**src/hdl/rsf_pkg.sv**
```systemverilog
// Constants, field layouts and carrier types for the science frame generator.
// Assumes one core clock; every slower rate is an enable pulse derived from it.
// Function
// - Start streaming on first second pulse after power-on
// - One fixed-length frame every 1.024 seconds
// - Frames run back to back until power-off
// - Converter samples taken at ten megasamples per second
// - Command-loaded selector picks converter or seven patterns
// - Frames carry I/Q pairs and radiometry values
// - Frames carry contiguity-checkable time tags
// - Multi-byte values interleaved across the frame
// - Reference clock drives logic; second pulse frames data
// - Frames leave on dedicated stream port only
// - First frame byte is identifier B7
// - Status byte holds selector in bits six-four
// - 24-bit tags, MSB first, every 102.4 ms, cleared only by reset
// - 40-bit squared-sample sums, MSB first, cleared per frame
package rsf_pkg;

    // Clock and sample rates
    localparam int CLK_MHZ = 125;
    localparam int SAMPLE_RATE_MHZ = 10;
    localparam logic [7:0] TICK_STEP = 8'h0A;
    localparam logic [7:0] TICK_WRAP = 8'h7D;

    // Frame timing: tag period in microseconds, sample counts derived from it
    localparam int TAG_PERIOD_US = 102400;
    localparam int SAMPLES_PER_TAG = TAG_PERIOD_US * SAMPLE_RATE_MHZ;
    localparam int PAIRS_PER_TAG = 125;
    localparam int SAMPLES_PER_PAIR = SAMPLES_PER_TAG / PAIRS_PER_TAG;
    localparam int TAGS_PER_FRAME = 10;
    localparam int AUX_BYTES = 8;

    // Frame header fields
    localparam logic [7:0] FRAME_ID = 8'hB7;
    localparam int STATUS_SEL_LSB = 4;

    // Source selector codes
    localparam logic [2:0] SEL_ADC = 3'h0;
    localparam logic [2:0] SEL_IMPULSE = 3'h1;
    localparam logic [2:0] SEL_SQ_LOW = 3'h2;
    localparam logic [2:0] SEL_SQ_MID = 3'h3;
    localparam logic [2:0] SEL_PRN_UNIT = 3'h4;
    localparam logic [2:0] SEL_PRN_FULL = 3'h5;
    localparam logic [2:0] SEL_SQ_HIGH = 3'h6;
    localparam logic [2:0] SEL_ZERO = 3'h7;

    // Test pattern amplitudes and square wave phase bits
    localparam logic signed [11:0] IMPULSE_LEVEL = 12'h080;
    localparam int IMPULSE_SAMPLES = 2;
    localparam logic signed [11:0] SQUARE_LEVEL = 12'h100;
    localparam int SQ_LOW_BIT = 13;
    localparam int SQ_MID_BIT = 8;
    localparam int SQ_HIGH_BIT = 6;
    localparam logic [15:0] LFSR_SEED = 16'hACE1;

    // Widths and buffer shape
    localparam int SAMPLE_W = 12;
    localparam int SUM_W = 24;
    localparam int RAD_W = 40;
    localparam int TAG_W = 24;
    localparam int FIFO_W = 9;
    localparam int FIFO_DEPTH = 8;

    // One I/Q pair as produced by the decimator
    typedef struct packed {
        logic [15:0] i;
        logic [15:0] q;
    } rsf_iq_t;

    // Per-tag auxiliary values
    typedef struct packed {
        logic [RAD_W-1:0] rad;
        logic [TAG_W-1:0] tag;
    } rsf_aux_t;

    // Byte on its way out, with a start-of-frame marker
    typedef struct packed {
        logic sof;
        logic [7:0] data;
    } rsf_byte_t;

endpackage

```
**src/hdl/rsf_fifo.sv**
```systemverilog
// Small synchronous FIFO with valid/ready on both sides.
// Assumes both sides share the one clock and reset.
`timescale 1ns/1ps
module rsf_fifo #(
    parameter int WIDTH = 9,
    parameter int DEPTH = 8
) (
    input wire logic core_clk,
    input wire logic nrst,
    input wire logic in_valid,
    output logic in_ready,
    input wire logic [WIDTH-1:0] in_data,
    output logic out_valid,
    input wire logic out_ready,
    output logic [WIDTH-1:0] out_data
);
    localparam int AW = $clog2(DEPTH);

    // Storage and pointers with a wrap bit
    logic [WIDTH-1:0] mem [DEPTH];
    logic [AW:0] wr_ptr;
    logic [AW:0] rd_ptr;
    wire do_write;
    wire do_read;
    wire is_empty;
    wire is_full;

    // Full when indices match and wrap bits differ
    assign is_empty = (wr_ptr == rd_ptr);
    assign is_full = (wr_ptr[AW-1:0] == rd_ptr[AW-1:0]) && (wr_ptr[AW] != rd_ptr[AW]);
    assign in_ready = !is_full;
    assign out_valid = !is_empty;
    assign do_write = in_valid && !is_full;
    assign do_read = out_ready && !is_empty;
    assign out_data = mem[rd_ptr[AW-1:0]];

    // Pointer update
    always_ff @(posedge core_clk or negedge nrst)
    begin
        if (!nrst)
        begin
            wr_ptr <= '0;
            rd_ptr <= '0;
        end
        else
        begin
            if (do_write)
                wr_ptr <= wr_ptr + 1'b1;
            if (do_read)
                rd_ptr <= rd_ptr + 1'b1;
        end
    end

    // One entry per generate slot; each slot loads only when addressed
    for (genvar e = 0; e < DEPTH; e++)
    begin : g_entry
        always_ff @(posedge core_clk or negedge nrst)
        begin
            if (!nrst)
                mem[e] <= '0;
            else if (do_write && (wr_ptr[AW-1:0] == AW'(e)))
                mem[e] <= in_data;
        end
    end

endmodule // rsf_fifo

```
**src/hdl/rsf_frame_gen.sv**
```systemverilog
// Science frame generator: sample selection, decimation, radiometry, framing.
// Assumes uplink logic on the same clock gives command strobes, the ADC is
// converted on adc_convert, and the second pulse arrives asynchronously.
`timescale 1ns/1ps
module rsf_frame_gen #(
    parameter int SAMPLES_PER_PAIR = rsf_pkg::SAMPLES_PER_PAIR
) (
    input wire logic core_clk,
    input wire logic nrst,
    input wire logic power_on_cmd,
    input wire logic select_load,
    input wire logic [2:0] select_value,
    input wire logic second_pulse,
    output logic adc_convert,
    input wire logic [11:0] adc_data,
    output logic [7:0] frame_data,
    output logic frame_sof,
    output logic frame_valid,
    input wire logic frame_ready,
    output logic running,
    output logic overrun
);
    // Serializer states
    typedef enum logic [2:0] {
        SER_IDLE, SER_ID, SER_STATUS, SER_I_HI, SER_I_LO, SER_Q_HI, SER_Q_LO, SER_AUX
    } rsf_ser_t;

    localparam logic [12:0] LAST_SAMPLE = 13'(SAMPLES_PER_PAIR - 1);
    localparam logic [6:0] LAST_PAIR = 7'(rsf_pkg::PAIRS_PER_TAG - 1);
    localparam logic [3:0] LAST_SEG = 4'(rsf_pkg::TAGS_PER_FRAME - 1);

    // Second pulse synchroniser and filtered level
    logic pps_s1;
    logic pps_s2;
    logic pps_s3;
    logic pps_level;
    wire pps_rise;

    // Start control
    logic armed;
    logic [2:0] source_select;
    logic [2:0] frame_sel;

    // Sample tick divider and ADC capture
    logic [7:0] tick_acc;
    logic tick;
    logic signed [11:0] adc_reg;
    wire [7:0] tick_sum;

    // Frame position counters
    logic [12:0] samp_cnt;
    logic [6:0] pair_cnt;
    logic [3:0] seg_cnt;
    logic [13:0] wave_phase;
    logic [15:0] lfsr;

    // Accumulators and latched values
    logic signed [23:0] i_sum;
    logic signed [23:0] q_sum;
    logic [39:0] rad_acc;
    logic [23:0] tag_cnt;
    rsf_pkg::rsf_aux_t aux;
    rsf_pkg::rsf_iq_t pair_hold;
    logic [2:0] aux_idx;
    logic aux_due;

    // Serializer state and pending requests
    rsf_ser_t ser_state;
    rsf_ser_t next_ser_state;
    logic pair_pend;
    logic hdr_pend;

    // Synchroniser: first stage read only by the second
    always_ff @(posedge core_clk or negedge nrst)
    begin
        if (!nrst)
        begin
            pps_s1 <= 1'b0;
            pps_s2 <= 1'b0;
            pps_s3 <= 1'b0;
            pps_level <= 1'b0;
        end
        else
        begin
            pps_s1 <= second_pulse;
            pps_s2 <= pps_s1;
            pps_s3 <= pps_s2;
            if (pps_s2 == pps_s3)
                pps_level <= pps_s3;
        end
    end

    // Rising edge only once two later stages agree
    assign pps_rise = (pps_s2 == pps_s3) && pps_s3 && !pps_level;

    // Arm on power-on; run from next second pulse until reset
    always_ff @(posedge core_clk or negedge nrst)
    begin
        if (!nrst)
        begin
            armed <= 1'b0;
            running <= 1'b0;
        end
        else
        begin
            if (power_on_cmd)
                armed <= 1'b1;
            if (armed && pps_rise && !running)
                running <= 1'b1;
        end
    end

    // Selector register loaded by command strobe
    always_ff @(posedge core_clk or negedge nrst)
    begin
        if (!nrst)
            source_select <= rsf_pkg::SEL_ADC;
        else if (select_load)
            source_select <= select_value;
    end

    // Fractional divider: ten ticks per 125 clocks, evenly spread
    assign tick_sum = tick_acc + rsf_pkg::TICK_STEP;
    always_ff @(posedge core_clk or negedge nrst)
    begin
        if (!nrst)
        begin
            tick_acc <= 8'h00;
            tick <= 1'b0;
        end
        else if (tick_sum >= rsf_pkg::TICK_WRAP)
        begin
            tick_acc <= tick_sum - rsf_pkg::TICK_WRAP;
            tick <= 1'b1;
        end
        else
        begin
            tick_acc <= tick_sum;
            tick <= 1'b0;
        end
    end
    assign adc_convert = tick;

    // Converter word is valid on its tick; held for the whole sample
    always_ff @(posedge core_clk or negedge nrst)
    begin
        if (!nrst)
            adc_reg <= 12'sh000;
        else if (tick)
            adc_reg <= adc_data;
    end

    // Frame position decode
    wire step = running && tick;
    wire boundary = (samp_cnt == 13'h0000) && (pair_cnt == 7'h00);
    wire frame_start = boundary && (seg_cnt == 4'h0);
    wire pair_done = samp_cnt == LAST_SAMPLE;
    // New frame uses the freshly loaded selector so status and data agree
    wire [2:0] eff_sel = frame_start ? source_select : frame_sel;

    // Test pattern generation
    wire impulse_on = frame_start || ((seg_cnt == 4'h0) && (pair_cnt == 7'h00)
                      && (samp_cnt < 13'(rsf_pkg::IMPULSE_SAMPLES)));
    wire signed [11:0] sq_low = wave_phase[rsf_pkg::SQ_LOW_BIT] ? -rsf_pkg::SQUARE_LEVEL
                                : rsf_pkg::SQUARE_LEVEL;
    wire signed [11:0] sq_mid = wave_phase[rsf_pkg::SQ_MID_BIT] ? -rsf_pkg::SQUARE_LEVEL
                                : rsf_pkg::SQUARE_LEVEL;
    wire signed [11:0] sq_high = wave_phase[rsf_pkg::SQ_HIGH_BIT] ? -rsf_pkg::SQUARE_LEVEL
                                 : rsf_pkg::SQUARE_LEVEL;
    wire signed [11:0] prn_unit = lfsr[0] ? 12'shFFF : 12'sh001;
    wire signed [11:0] prn_full = lfsr[11:0];
    logic signed [11:0] sample;

    // Source selection; code zero passes converter samples
    always_comb
    begin
        case (eff_sel)
            rsf_pkg::SEL_ADC: sample = adc_reg;
            rsf_pkg::SEL_IMPULSE: sample = impulse_on ? rsf_pkg::IMPULSE_LEVEL : 12'sh000;
            rsf_pkg::SEL_SQ_LOW: sample = sq_low;
            rsf_pkg::SEL_SQ_MID: sample = sq_mid;
            rsf_pkg::SEL_PRN_UNIT: sample = prn_unit;
            rsf_pkg::SEL_PRN_FULL: sample = prn_full;
            rsf_pkg::SEL_SQ_HIGH: sample = sq_high;
            default: sample = 12'sh000;
        endcase
    end

    // Quarter-rate mixer to baseband, then boxcar decimation per pair
    wire signed [23:0] s_ext = 24'(sample);
    wire signed [23:0] i_term = samp_cnt[0] ? 24'sh00_0000 : (samp_cnt[1] ? -s_ext : s_ext);
    wire signed [23:0] q_term = !samp_cnt[0] ? 24'sh00_0000 : (samp_cnt[1] ? s_ext : -s_ext);
    wire signed [23:0] next_i_sum = (samp_cnt == 13'h0000 ? 24'sh00_0000 : i_sum) + i_term;
    wire signed [23:0] next_q_sum = (samp_cnt == 13'h0000 ? 24'sh00_0000 : q_sum) + q_term;

    // Power of the sample; accumulator restarts at every frame start
    wire signed [23:0] sq_signed = s_ext * s_ext;
    wire [39:0] sq_ext = {16'h0000, sq_signed[23:0]};
    wire [39:0] next_rad_acc = (frame_start ? 40'h00_0000_0000 : rad_acc) + sq_ext;

    // Counter advance for a running sample
    wire [12:0] next_samp = pair_done ? 13'h0000 : samp_cnt + 13'h0001;
    wire seg_end = pair_done && (pair_cnt == LAST_PAIR);
    wire [6:0] next_pair = seg_end ? 7'h00 : (pair_done ? pair_cnt + 7'h01 : pair_cnt);
    wire [3:0] next_seg = !seg_end ? seg_cnt : (seg_cnt == LAST_SEG ? 4'h0 : seg_cnt + 4'h1);
    wire lfsr_fb = lfsr[15] ^ lfsr[13] ^ lfsr[12] ^ lfsr[10];

    // Position counters: frames follow back to back with no gap
    always_ff @(posedge core_clk or negedge nrst)
    begin
        if (!nrst)
        begin
            samp_cnt <= 13'h0000;
            pair_cnt <= 7'h00;
            seg_cnt <= 4'h0;
            wave_phase <= 14'h0000;
            lfsr <= rsf_pkg::LFSR_SEED;
        end
        else if (step)
        begin
            samp_cnt <= next_samp;
            pair_cnt <= next_pair;
            seg_cnt <= next_seg;
            wave_phase <= wave_phase + 14'h0001;
            lfsr <= {lfsr[14:0], lfsr_fb};
        end
    end

    // Decimator sums and radiometry accumulator
    always_ff @(posedge core_clk or negedge nrst)
    begin
        if (!nrst)
        begin
            i_sum <= 24'sh00_0000;
            q_sum <= 24'sh00_0000;
            rad_acc <= 40'h00_0000_0000;
        end
        else if (step)
        begin
            i_sum <= next_i_sum;
            q_sum <= next_q_sum;
            rad_acc <= next_rad_acc;
        end
    end

    // Tag boundary: snapshot radiometry and tag, bump the tag
    always_ff @(posedge core_clk or negedge nrst)
    begin
        if (!nrst)
        begin
            aux <= '0;
            tag_cnt <= 24'h00_0000;
            frame_sel <= rsf_pkg::SEL_ADC;
        end
        else if (step && boundary)
        begin
            // Snapshot precedes this sample, so slot 0 holds last full frame
            aux.rad <= rad_acc;
            aux.tag <= tag_cnt;
            tag_cnt <= tag_cnt + 24'h00_0001;
            if (frame_start)
                frame_sel <= source_select;
        end
    end

    // Aux byte order per pair slot: rad and tag bytes alternate for six slots, then the last two rad bytes, MSB first
    wire [63:0] aux_bytes = {aux.rad[39:32], aux.tag[23:16], aux.rad[31:24], aux.tag[15:8],
                             aux.rad[23:16], aux.tag[7:0], aux.rad[15:8], aux.rad[7:0]};
    wire [7:0] aux_byte = aux_bytes[6'(63 - 8 * aux_idx) -: 8];
    wire [7:0] status_byte = 8'({frame_sel, 4'h0});

    // Serializer handshake into the buffer
    wire fifo_in_ready;
    wire ser_busy = ser_state != SER_IDLE;
    wire emit = ser_busy && fifo_in_ready;
    wire take_pair = !ser_busy && pair_pend && !hdr_pend;
    wire take_hdr = !ser_busy && hdr_pend;
    // Aux byte follows only pairs 0..7 of a segment
    wire aux_next = aux_due;
    rsf_pkg::rsf_byte_t ser_byte;

    // Byte selection by state
    always_comb
    begin
        ser_byte.sof = 1'b0;
        case (ser_state)
            SER_ID:
            begin
                ser_byte.sof = 1'b1;
                ser_byte.data = rsf_pkg::FRAME_ID;
            end
            SER_STATUS: ser_byte.data = status_byte;
            SER_I_HI: ser_byte.data = pair_hold.i[15:8];
            SER_I_LO: ser_byte.data = pair_hold.i[7:0];
            SER_Q_HI: ser_byte.data = pair_hold.q[15:8];
            SER_Q_LO: ser_byte.data = pair_hold.q[7:0];
            SER_AUX: ser_byte.data = aux_byte;
            default: ser_byte.data = 8'h00;
        endcase
    end

    // Next state; header outranks a waiting pair since it leads the frame
    always_comb
    begin
        next_ser_state = ser_state;
        case (ser_state)
            SER_IDLE:
            begin
                if (take_hdr)
                    next_ser_state = SER_ID;
                else if (take_pair)
                    next_ser_state = SER_I_HI;
            end
            SER_ID: next_ser_state = emit ? SER_STATUS : SER_ID;
            SER_STATUS: next_ser_state = emit ? SER_IDLE : SER_STATUS;
            SER_I_HI: next_ser_state = emit ? SER_I_LO : SER_I_HI;
            SER_I_LO: next_ser_state = emit ? SER_Q_HI : SER_I_LO;
            SER_Q_HI: next_ser_state = emit ? SER_Q_LO : SER_Q_HI;
            SER_Q_LO:
            begin
                if (emit)
                    next_ser_state = aux_next ? SER_AUX : SER_IDLE;
            end
            SER_AUX: next_ser_state = emit ? SER_IDLE : SER_AUX;
            default: next_ser_state = SER_IDLE;
        endcase
    end

    // Serializer state register
    always_ff @(posedge core_clk or negedge nrst)
    begin
        if (!nrst)
            ser_state <= SER_IDLE;
        else
            ser_state <= next_ser_state;
    end

    // Pending requests: a new request in the take cycle still wins
    always_ff @(posedge core_clk or negedge nrst)
    begin
        if (!nrst)
        begin
            pair_pend <= 1'b0;
            hdr_pend <= 1'b0;
            overrun <= 1'b0;
        end
        else
        begin
            pair_pend <= (step && pair_done) || (pair_pend && !take_pair);
            hdr_pend <= (step && frame_start) || (hdr_pend && !take_hdr);
            // Sticky: a pair finished before the previous one left
            if (step && pair_done && (pair_pend || ser_busy))
                overrun <= 1'b1;
        end
    end

    // Pair hold: captured when the last sample of the pair lands
    always_ff @(posedge core_clk or negedge nrst)
    begin
        if (!nrst)
        begin
            pair_hold <= '0;
            aux_idx <= 3'h0;
            aux_due <= 1'b0;
        end
        else if (step && pair_done)
        begin
            pair_hold.i <= next_i_sum[23:8];
            pair_hold.q <= next_q_sum[23:8];
            aux_idx <= pair_cnt[2:0];
            aux_due <= pair_cnt < 7'(rsf_pkg::AUX_BYTES);
        end
    end

    // Output buffer on the dedicated stream port
    rsf_pkg::rsf_byte_t out_word;
    wire out_valid;
    rsf_fifo #(
        .WIDTH(rsf_pkg::FIFO_W),
        .DEPTH(rsf_pkg::FIFO_DEPTH)
    ) u_fifo (
        .core_clk(core_clk),
        .nrst(nrst),
        .in_valid(emit),
        .in_ready(fifo_in_ready),
        .in_data(ser_byte),
        .out_valid(out_valid),
        .out_ready(frame_ready),
        .out_data(out_word)
    );

    assign frame_data = out_word.data;
    assign frame_sof = out_word.sof;
    assign frame_valid = out_valid;

endmodule // rsf_frame_gen

```
**config.mk**
```make
export PLATFORM = sky130hd
export DESIGN_NAME = rsf_frame_gen
export DESIGN_NICKNAME = d
export VERILOG_FILES = /design/src/hdl/rsf_pkg.sv /design/src/hdl/rsf_fifo.sv /design/src/hdl/rsf_frame_gen.sv
export SDC_FILE = /design/constraint.sdc
export NUM_CORES = 1
export LEC_CHECK = 0
export BUFFER_PORTS_ARGS = -buffer_cell sky130_fd_sc_hd__buf_2
export CORE_MARGIN = 2
export CORE_UTILIZATION = 60
export CTS_BUF_LIST = sky130_fd_sc_hd__clkbuf_16
export DETAILED_ROUTE_END_ITERATION = 8
export GPL_TIMING_DRIVEN = 0
export HOLD_SLACK_MARGIN = 0.02
export PLACE_DENSITY_LB_ADDON = 0.25
export SYNTH_ARGS = -nofsm -noshare
export SYNTH_HDL_FRONTEND = slang
export SYNTH_SLANG_ARGS = --single-unit
```
**constraint.sdc**
```tcl
create_clock -name core_clk -period 19.85 [get_ports core_clk]
set_clock_uncertainty 0.1 [all_clocks]
set_input_delay 0 -clock core_clk [delete_from_list [all_inputs] [get_ports core_clk]]
set_output_delay 0 -clock core_clk [all_outputs]
set_load 0.02 [all_outputs]
```
Word-level counts from Yosys, hierarchy flattened
Index checks and enable logic that the tools add are counted.
{"block": "op_classes", "addsub": 14, "n_mul": 1, "n_div": 0, "order_cmp": 4, "eq_ne": 29, "shift": 1, "n_mux": 36, "n_bitwise": 4, "n_reduce_logical": 54}
{"cell": "two-way mux 24 bit", "count": 6}
{"cell": "one-hot mux 12 bit (7 select lines)", "count": 1}
{"cell": "indexed part select 71 x 7 -> 8 bit", "count": 1}
{"cell": "one-hot mux 8 bit (7 select lines)", "count": 1}
{"cell": "adder 24 bit", "count": 2}
{"cell": "two-way mux 12 bit", "count": 4}
{"cell": "adder 40 x 24 -> 40 bit", "count": 1}
{"cell": "two-way mux 40 bit", "count": 1}
{"cell": "== test 3 bit, second input constant", "count": 11}
{"cell": "logical AND 1 bit", "count": 31}
{"cell": "binary-select mux 9 bit (select 3 bit)", "count": 1}
{"cell": "adder 24 x 1 -> 24 bit, second input constant", "count": 1}
{"cell": "multiplier 12 x 12 -> 24 bit", "count": 1}
{"cell": "negator 12 -> 24 bit", "count": 1}
{"cell": "one-hot mux 3 bit (8 select lines)", "count": 1}
{"cell": "two-way mux 3 bit", "count": 7}
{"cell": "== test 3 x 2 -> 1 bit, second input constant", "count": 6}
{"cell": "two-way mux 9 bit", "count": 2}
{"cell": "two-way mux 8 bit", "count": 2}
{"cell": "adder 14 x 1 -> 14 bit, second input constant", "count": 1}
{"cell": "two-way mux 7 bit", "count": 2}
{"cell": "adder 13 x 1 -> 13 bit, second input constant", "count": 1}
{"cell": "== test 13 bit, second input constant", "count": 1}
{"cell": "zero test 13 bit", "count": 1}
{"cell": "32 further kinds", "count": 56}
{"block": "totals", "regBits": 385, "latch_bits": 0, "mem_bits_rw": 0, "rom_bits": 0, "inputBits": 21, "out_inout_bits": 13, "n_memories": 0}

Longest topological paths before layout
Gate-level depths: netlist of run 1.
{"block": "depth", "depth_word": 10, "depth_mapped": 47, "depth_no_buf": 43}

By module
A second synthesis of run 1 with hierarchy kept.
{"block": "unflattened", "cells_unflattened": 2645, "area_unflattened_um2": 26778.2}
{"module": "rsf_frame_gen", "instances": 1, "cells_each": 2410, "area_per_inst_um2": 22924.5, "seq_area_each_um2": 7642.3}
{"module": "rsf_fifo", "instances": 1, "cells_each": 235, "area_per_inst_um2": 3853.7, "seq_area_each_um2": 2001.9}

Worst setup path after synthesis of run 1
OpenSTA, ideal clock, no wires.
{"block": "synth_timing", "kind": "reg2reg", "from": "register samp_cnt[1]", "to": "register rad_acc[34]", "setup_ps": 129, "arrival_time_ps": 9471, "slack_ps": 10150, "stages_incl_launch_ff": 42, "path_buffers": 5, "period_less_slack_ps": 9700, "path_cell_list": "dfrtp_1 clkbuf_1 inv_1 clkbuf_1 ha_1 and4_1 a21oi_1 o21a_2 nand3b_2 or2_1 clkbuf_1 inv_1 buf_1 nor2_1 fa_1 inv_1 fa_1 inv_1 [... 6 more ...] nand2_1 o21ai_0 a41oi_1 a2111oi_0 o21a_1 nor2_1 ha_1 o21ai_0 nand2b_1 and2_1 inv_1 o21ai_0 a311oi_1 o31ai_1 clkbuf_1 a31oi_1 o21ai_0 o21ai_0"}
{"block": "synth_between", "elab_chain_cells": 8, "word_cells_on_any_way": 19}
{"element": "start: declaration", "line_no": "rsf_frame_gen.sv:51", "source": "logic [12:0] samp_cnt;"}
{"element": "start signal: assignment", "line_no": "rsf_frame_gen.sv:221", "source": "samp_cnt <= next_samp;"}
{"element": "branches (longest 7 deep; another with multiplier 12 x 12 -> 24 bit)"}
{"element": "adder 40 x 24 -> 40 bit (*)", "line_no": "rsf_frame_gen.sv:199", "source": "wire [39:0] next_rad_acc = (frame_start ? 40'h00_0000_0000 : rad_acc) + sq_ext;"}
{"element": "end signal: assignment", "line_no": "rsf_frame_gen.sv:242", "source": "rad_acc <= next_rad_acc;"}
{"element": "end: declaration", "line_no": "rsf_frame_gen.sv:60", "source": "logic [39:0] rad_acc;"}
Mark *: on every way between the ends.
A chain may end at the register's enable or synchronous reset.

Worst setup path in the final report of run 1
{"block": "layout_timing", "from": "register samp_cnt[1]", "to": "register rad_acc[32]"}
Same word-level chain as after synthesis.

==> results of run 1 <==
## cell type report
type                       instances  area share [%]
clock buffer                      42            3.61
sequential                       385            33.2
inverter                         242            3.13
clock inverter                    33           0.753
multi-input combinational       2106            53.4
buffer                           122            1.60
timing repair buffer              62            1.84
tap                              592            2.55
## metrics by stage
| step | utilization, % | area [µm²] | instances | worst slack (ns) | hold WS (ns) |
|---|---|---|---|---|---|
| after CTS | 66.2 | 29100 | 3584 | 7.56 | 0.0336 |
| after global placement | 62.5 | 27500 | 3480 | 7.76 | 0.00955 |
| final | 66.2 | 29100 | 3584 | 7.35 | 0.0456 |
| after detailed placement | 62.7 | 27500 | 3483 | 7.60 | -0.115 |
| after global routing | 66.2 | 29100 | 3584 | 6.39 | 0.0481 |
| after floorplan | - | 26500 | 2855 | 10.15 | -0.396 |
## metal layers
layer	wire, µm	global-route usage [%]
met4	2270	11.2
met2	32300	49.8
met5	0	0
met3	4040	4.60
met1	28700	40.9
## worst paths after layout
path	startpoint	to	slack (ns)	depth (start not counted)
min in group asynchronous	nrst	lfsr[15]	0.46	3
worst max register to register	samp_cnt[1]	rad_acc[32]	7.35	41
max in group asynchronous	nrst	adc_convert	18.09	5
worst min register to register	pps_s1	pps_s2	0.25	0
worst max-delay path	samp_cnt[1]	rad_acc[32]	7.35	41
worst min-delay path	power_on_cmd	armed	0.05	3
## power breakdown
group / internal [mW] / switching (mW)
combinational: 1.16 / 1.71
sequential: 0.932 / 0.0973
clock: 0.401 / 0.337
total: 2.49 / 2.14
## placed cells by master (no fill, tap or decap), types with 23 or more instances in the layout
master	count
a21o_1	35
a21oi_1	104
and2_1	85
buf_2	38
clkbuf_1	99
clkbuf_16	42
dfrtp_1	377
dlygate4sd3_1	25
fa_1	124
ha_1	151
inv_1	239
mux2_2	84
mux4_2	34
nand2_1	548
nand3_1	62
nand4_1	23
nor2_1	151
nor3_1	39
o21ai_0	195
xnor2_1	106
xor2_1	69
## worst min-delay path, stage by stage
cell,delay [ns]
dlygate4sd3_1,0.52
buf_2,0.09
or2_2,0.09
## cell families (layout without fill, tap and decap cells)
group                      count (synthesis)  count (layout)  share of synthesized area (%)
DFF                                      385             385                           36.3
adders and majority gates                275             275                           16.5
and+or+nand+nor                         1027            1027                           17.7
buffers and inverters                    364             501                           5.18
AOI/OAI and AO/OA                        490             490                           11.3
muxes                                    139             139                           7.24
xor gates and xnor gates                 175             175                           5.77
==> results.toml, run 1 <==
[outcome]
run_status = "completed"

[yosys]
synth_top_cell_by_area = "dfrtp_1"
netlist_area_um2 = 26500
yosys-top-cells-area = "dfrtp_1, fa_1, nand2_1"
yosysSeqAreaShare_pct = 36.3
avgSynthCellArea_um2 = 9.30
yosysWarnings = 0
synth_fp_nets = 3151
synth_cells = 2855
async_flop_share_pct = 100
ys_top_cells_by_count = "nand2_1, dfrtp_1, inv_1"
ys.flop_type = "dfrtp_1"
synth_top_area_share_pct = 35.5
yosys_register_bits = 385
yosysMostFrequentCell = "nand2_1"
synth.distinct_cells = 85
synth-edff-count = 0

[worst_setup_path]
crit_buf_inv = 12
path_common_cell = "inv_1"
cp_max_fo = 13
crit_type = "flop to flop"
end_kind = "flop"
cp_slowest_cell = "o31ai_1"
cp.arrival_ns = 12.86
cpLargestDelayFamily = "adder cells"
worstSetupStartpointType = "flop"
cpPeakStageDelay_ns = 0.80
required_ns = 20.21

[clock_network]
clock_path_buffers = 3
cts-buffers-inserted = 42
clk_latency_ns = 0.59
cts-resized-gates = 0
cts_htree_levels = 2
ctsHoldBuffers = 26
postCtsSetupBuffers = 0
path_clk_slew_ns = 0.06
clock_sinks = 385
cts_root_buf = "clkbuf_16"
cts_tree = "done"

[final_layout]
largestRegisters = "u_fifo.mem x72, aux x64, rad_acc x40"
syn_to_final_growth_pct = 9.59
largest_register_ffs = 72
num_antenna_cells = 0
fill_cells = 3534
multi_input_comb_area_um2 = 15500
seq_area_um2 = 9640
top_register = "u_fifo.mem"
fin_nets = 3257
layout-drive-gt1-share_pct = 8.92

[power_and_ir_drop]
p_total_mw = 4.63
cellPowerDensity_nw_per_um2 = 159
vdd_drop_max_v = 0.000175
power_leakage_nw = 14.2

[floorplanning]
core_um2 = 43900
die_area_um2 = 45900
die_h_um = 214
dieWidth_um = 214
start_util_pct = 60.4
io_pins = 34
rows = 77

[routing]
num_vias = 21161
drt_iter0_markers = 1733
avgRoutedWirePerCell_um = 18.8
remaining_drc_errors = 0
drtAntennaViolNets = 0
drt-total-wl_um = 67300
routed_via_density = 5.90
dr.pass1.iters = 5

[global_routing]
grt_pass1_wl_um = 112000
antenna_found_initial = 0
grt_pass1_vias = 21404
grt_remaining_overflow = 0
grt_max_degree = 126
grt_util_all_layers_pct = 30.2

[placement]
place_congestion = 0.947
portBuffers = 33
dp_hpwl_um = 50100

[timing]
finalCriticalPeriod_ns = 12.50
hold_violations = 0
finalSetupViolCount = 0
post-route-period-util_pct = 63.0
worst_slew_pin_slew_ns = 1.11
fin_tns_setup_ns = 0
maxSlewViolCount = 0
rsz0062_at_grt = "no"
slew_headroom_pct = 25.5
fmax_mhz = 80.0

[hold_path]
hp-class = "input port to flop"

[flow_run]
drv_cap = 0
No activity file was read; power rests on OpenSTA's default activity.
==> run 2: changes to the inputs <==
--- a/config.mk
+++ b/config.mk
@@ -5,9 +5,10 @@
 export SDC_FILE = /design/constraint.sdc
 export NUM_CORES = 1
 export LEC_CHECK = 0
+export ABC_AREA = 1
 export BUFFER_PORTS_ARGS = -buffer_cell sky130_fd_sc_hd__buf_2
 export CORE_MARGIN = 2
-export CORE_UTILIZATION = 60
+export CORE_UTILIZATION = 59
 export CTS_BUF_LIST = sky130_fd_sc_hd__clkbuf_16
 export DETAILED_ROUTE_END_ITERATION = 8
 export GPL_TIMING_DRIVEN = 0
==> constraint.sdc (replaced) <==
create_clock -name core_clk -period 10.9 [get_ports core_clk]
set_clock_uncertainty 0.1 [all_clocks]
set_input_delay 0 -clock core_clk [delete_from_list [all_inputs] [get_ports core_clk]]
set_output_delay 0 -clock core_clk [all_outputs]
set_load 0.02 [all_outputs]
==> run 2 against run 1 <==
  * Synthesized cell count grew 18%
  * Global-route usage grew 0.49 points
  * Routed wire length grew 6.1%
  * Fmax grew 23%
==> results.toml, run 2 <==
[outcome]
run_status = "completed"

[yosys]
yosysSeqAreaShare_pct = 35.7
netlist_area_um2 = 27000
ys_top_cells_by_count = "nand2_1, inv_1, dfrtp_1"
yosys_register_bits = 385
synth_fp_nets = 3655
avgSynthCellArea_um2 = 8.04
ys.flop_type = "dfrtp_1"
yosysMostFrequentCell = "nand2_1"
synth_top_area_share_pct = 34.9
synth.distinct_cells = 59
yosys-top-cells-area = "dfrtp_1, fa_1, nand2_1"
async_flop_share_pct = 100
synth_top_cell_by_area = "dfrtp_1"
synth_cells = 3359
synth-edff-count = 0
yosysWarnings = 0

[clock_network]
clk_latency_ns = 0.58
clock_path_buffers = 3
cts_root_buf = "clkbuf_16"
cts_tree = "done"
cts_htree_levels = 2
path_clk_slew_ns = 0.06
cts-buffers-inserted = 44
clock_sinks = 385

[worst_setup_path]
cp_slowest_cell = "fa_1"
end_kind = "flop"
cp_max_fo = 19
required_ns = 11.26
cp.arrival_ns = 10.53
cpPeakStageDelay_ns = 0.57
worstSetupStartpointType = "flop"
ff2ff_setup_slack_ns = 0.73
crit_type = "flop to flop"

[routing]
dr.pass1.iters = 6
drt-total-wl_um = 71400
remaining_drc_errors = 0
num_vias = 23125
avgRoutedWirePerCell_um = 17.4
drtAntennaViolNets = 0
drt_iter0_markers = 1995
routed_via_density = 5.64

[timing]
rsz0062_at_grt = "no"
finalCriticalPeriod_ns = 10.17
slew_headroom_pct = 6.98
worst_slew_pin_slew_ns = 1.38
fin_tns_setup_ns = 0
hold_violations = 0
post-route-period-util_pct = 93.3
fmax_mhz = 98.3
maxSlewViolCount = 0
finalSetupViolCount = 0

[floorplanning]
core_um2 = 45300
die_area_um2 = 47500
dieWidth_um = 218
rows = 78
die_h_um = 218
io_pins = 34
start_util_pct = 59.6

[placement]
place_congestion = 0.983
portBuffers = 33
dp_hpwl_um = 54300
dpl_cell_area_um2 = 28000

[final_layout]
largest_register_ffs = 72
postLayoutCellArea_um2 = 29700
top_register = "u_fifo.mem"
syn_to_final_growth_pct = 9.95
fin_nets = 3762
num_antenna_cells = 0
largestRegisters = "u_fifo.mem x72, aux x64, rad_acc x40"
layout_common_cells = "nand2_1, inv_1, dfrtp_1"
layout_commonest_cell = "nand2_1"
layout-drive-gt1-share_pct = 6.71

[global_routing]
grt_util_all_layers_pct = 30.7
grt_max_degree = 129
grt_pass1_vias = 23039
antenna_found_initial = 0
grt_pass1_wl_um = 117000
grt_remaining_overflow = 0

[hold_path]
hp-class = "input port to flop"

[flow_run]
drv_cap = 0
-- run 2: final cells by class --
cell class | instances | area [µm²]
plain buffers | 102 | 419
clock buffers | 46 | 1150
clock inverters | 35 | 231
fillers | 3844 | 15600
inverters | 573 | 2160
multi-input cells | 2296 | 14800
flip-flops and latches | 385 | 9640
well taps | 600 | 751
repair buffers | 64 | 546
-- run 2: kinds of logic (layout without fill, tap and decap cells) --
family | count (synthesis) | count (layout) | synth area share, %
AND/OR/NAND/NOR | 1197 | 1197 | 19.6
buffers and inverters | 678 | 820 | 9.56
AO/OA/AOI/OAI | 663 | 663 | 13.6
flip-flops | 385 | 385 | 35.7
adder cells (fa/ha/maj) | 275 | 275 | 16.2
XOR/XNOR | 143 | 143 | 4.64
multiplexers | 18 | 18 | 0.700
-- run 2: timing repair --
| item | 4_1_cts | 5_1_grt |
|---|---|---|
| endpoints found under the hold margin | 270 | 0 |
| setup endpoints to repair | 0 | 15 |
| gates resized for setup | 0 | 5 |
| buffers inserted | 0 | 1 |
| hold buffers | 27 | 0 |
-- run 2: stage by stage --
| step | cells | util [%] | hold slack [ns] | setup slack [ns] |
|---|---|---|---|---|
| floorplan | 3359 | - | -0.396 | 2.03 |
| finish | 4101 | 65.6 | 0.0485 | 0.732 |
| global route | 4101 | 65.6 | 0.0515 | 0.0324 |
| detailed placement | 3995 | 61.9 | -0.203 | 0.196 |
| CTS | 4103 | 65.5 | 0.0367 | 0.144 |
| global placement | 3992 | 61.6 | 0.00744 | 0.435 |
-- run 2: layer usage --
| metal | global-route usage, % | share of wire [%] |
|---|---|---|
| met1 | 40.4 | 42 |
| met3 | 4.21 | 6.2 |
| met2 | 52.0 | 48 |
| met4 | 11.1 | 3.3 |
| met5 | 0 | 0 |
-- run 2: critical path: cells and delay by family, from the launching register on --
kind / cells / cell delay, ns
buf+inv: 12 / 1.35
compound gates: 6 / 1.20
xor+xnor: 2 / 0.44
fa+ha+maj: 8 / 3.52
simple gates: 23 / 3.03
flops: 1 / 0.40
-- run 2: path summary, 6_finish.rpt --
path | start | endpoint | cells after the start
worst min register to register | pps_s1 | pps_s2 | 0
min in group asynchronous | nrst | rad_acc[16] | 4
worst min-delay path | power_on_cmd | armed | 3
worst max register to register | samp_cnt[1] | rad_acc[32] | 51
max in group asynchronous | nrst | u_fifo.mem[67] | 5
worst max-delay path | samp_cnt[1] | rad_acc[32] | 51
Power of run 2 is not shown: default switching activity piles up to over one toggle a cycle in this logic, so the estimate is an artifact.
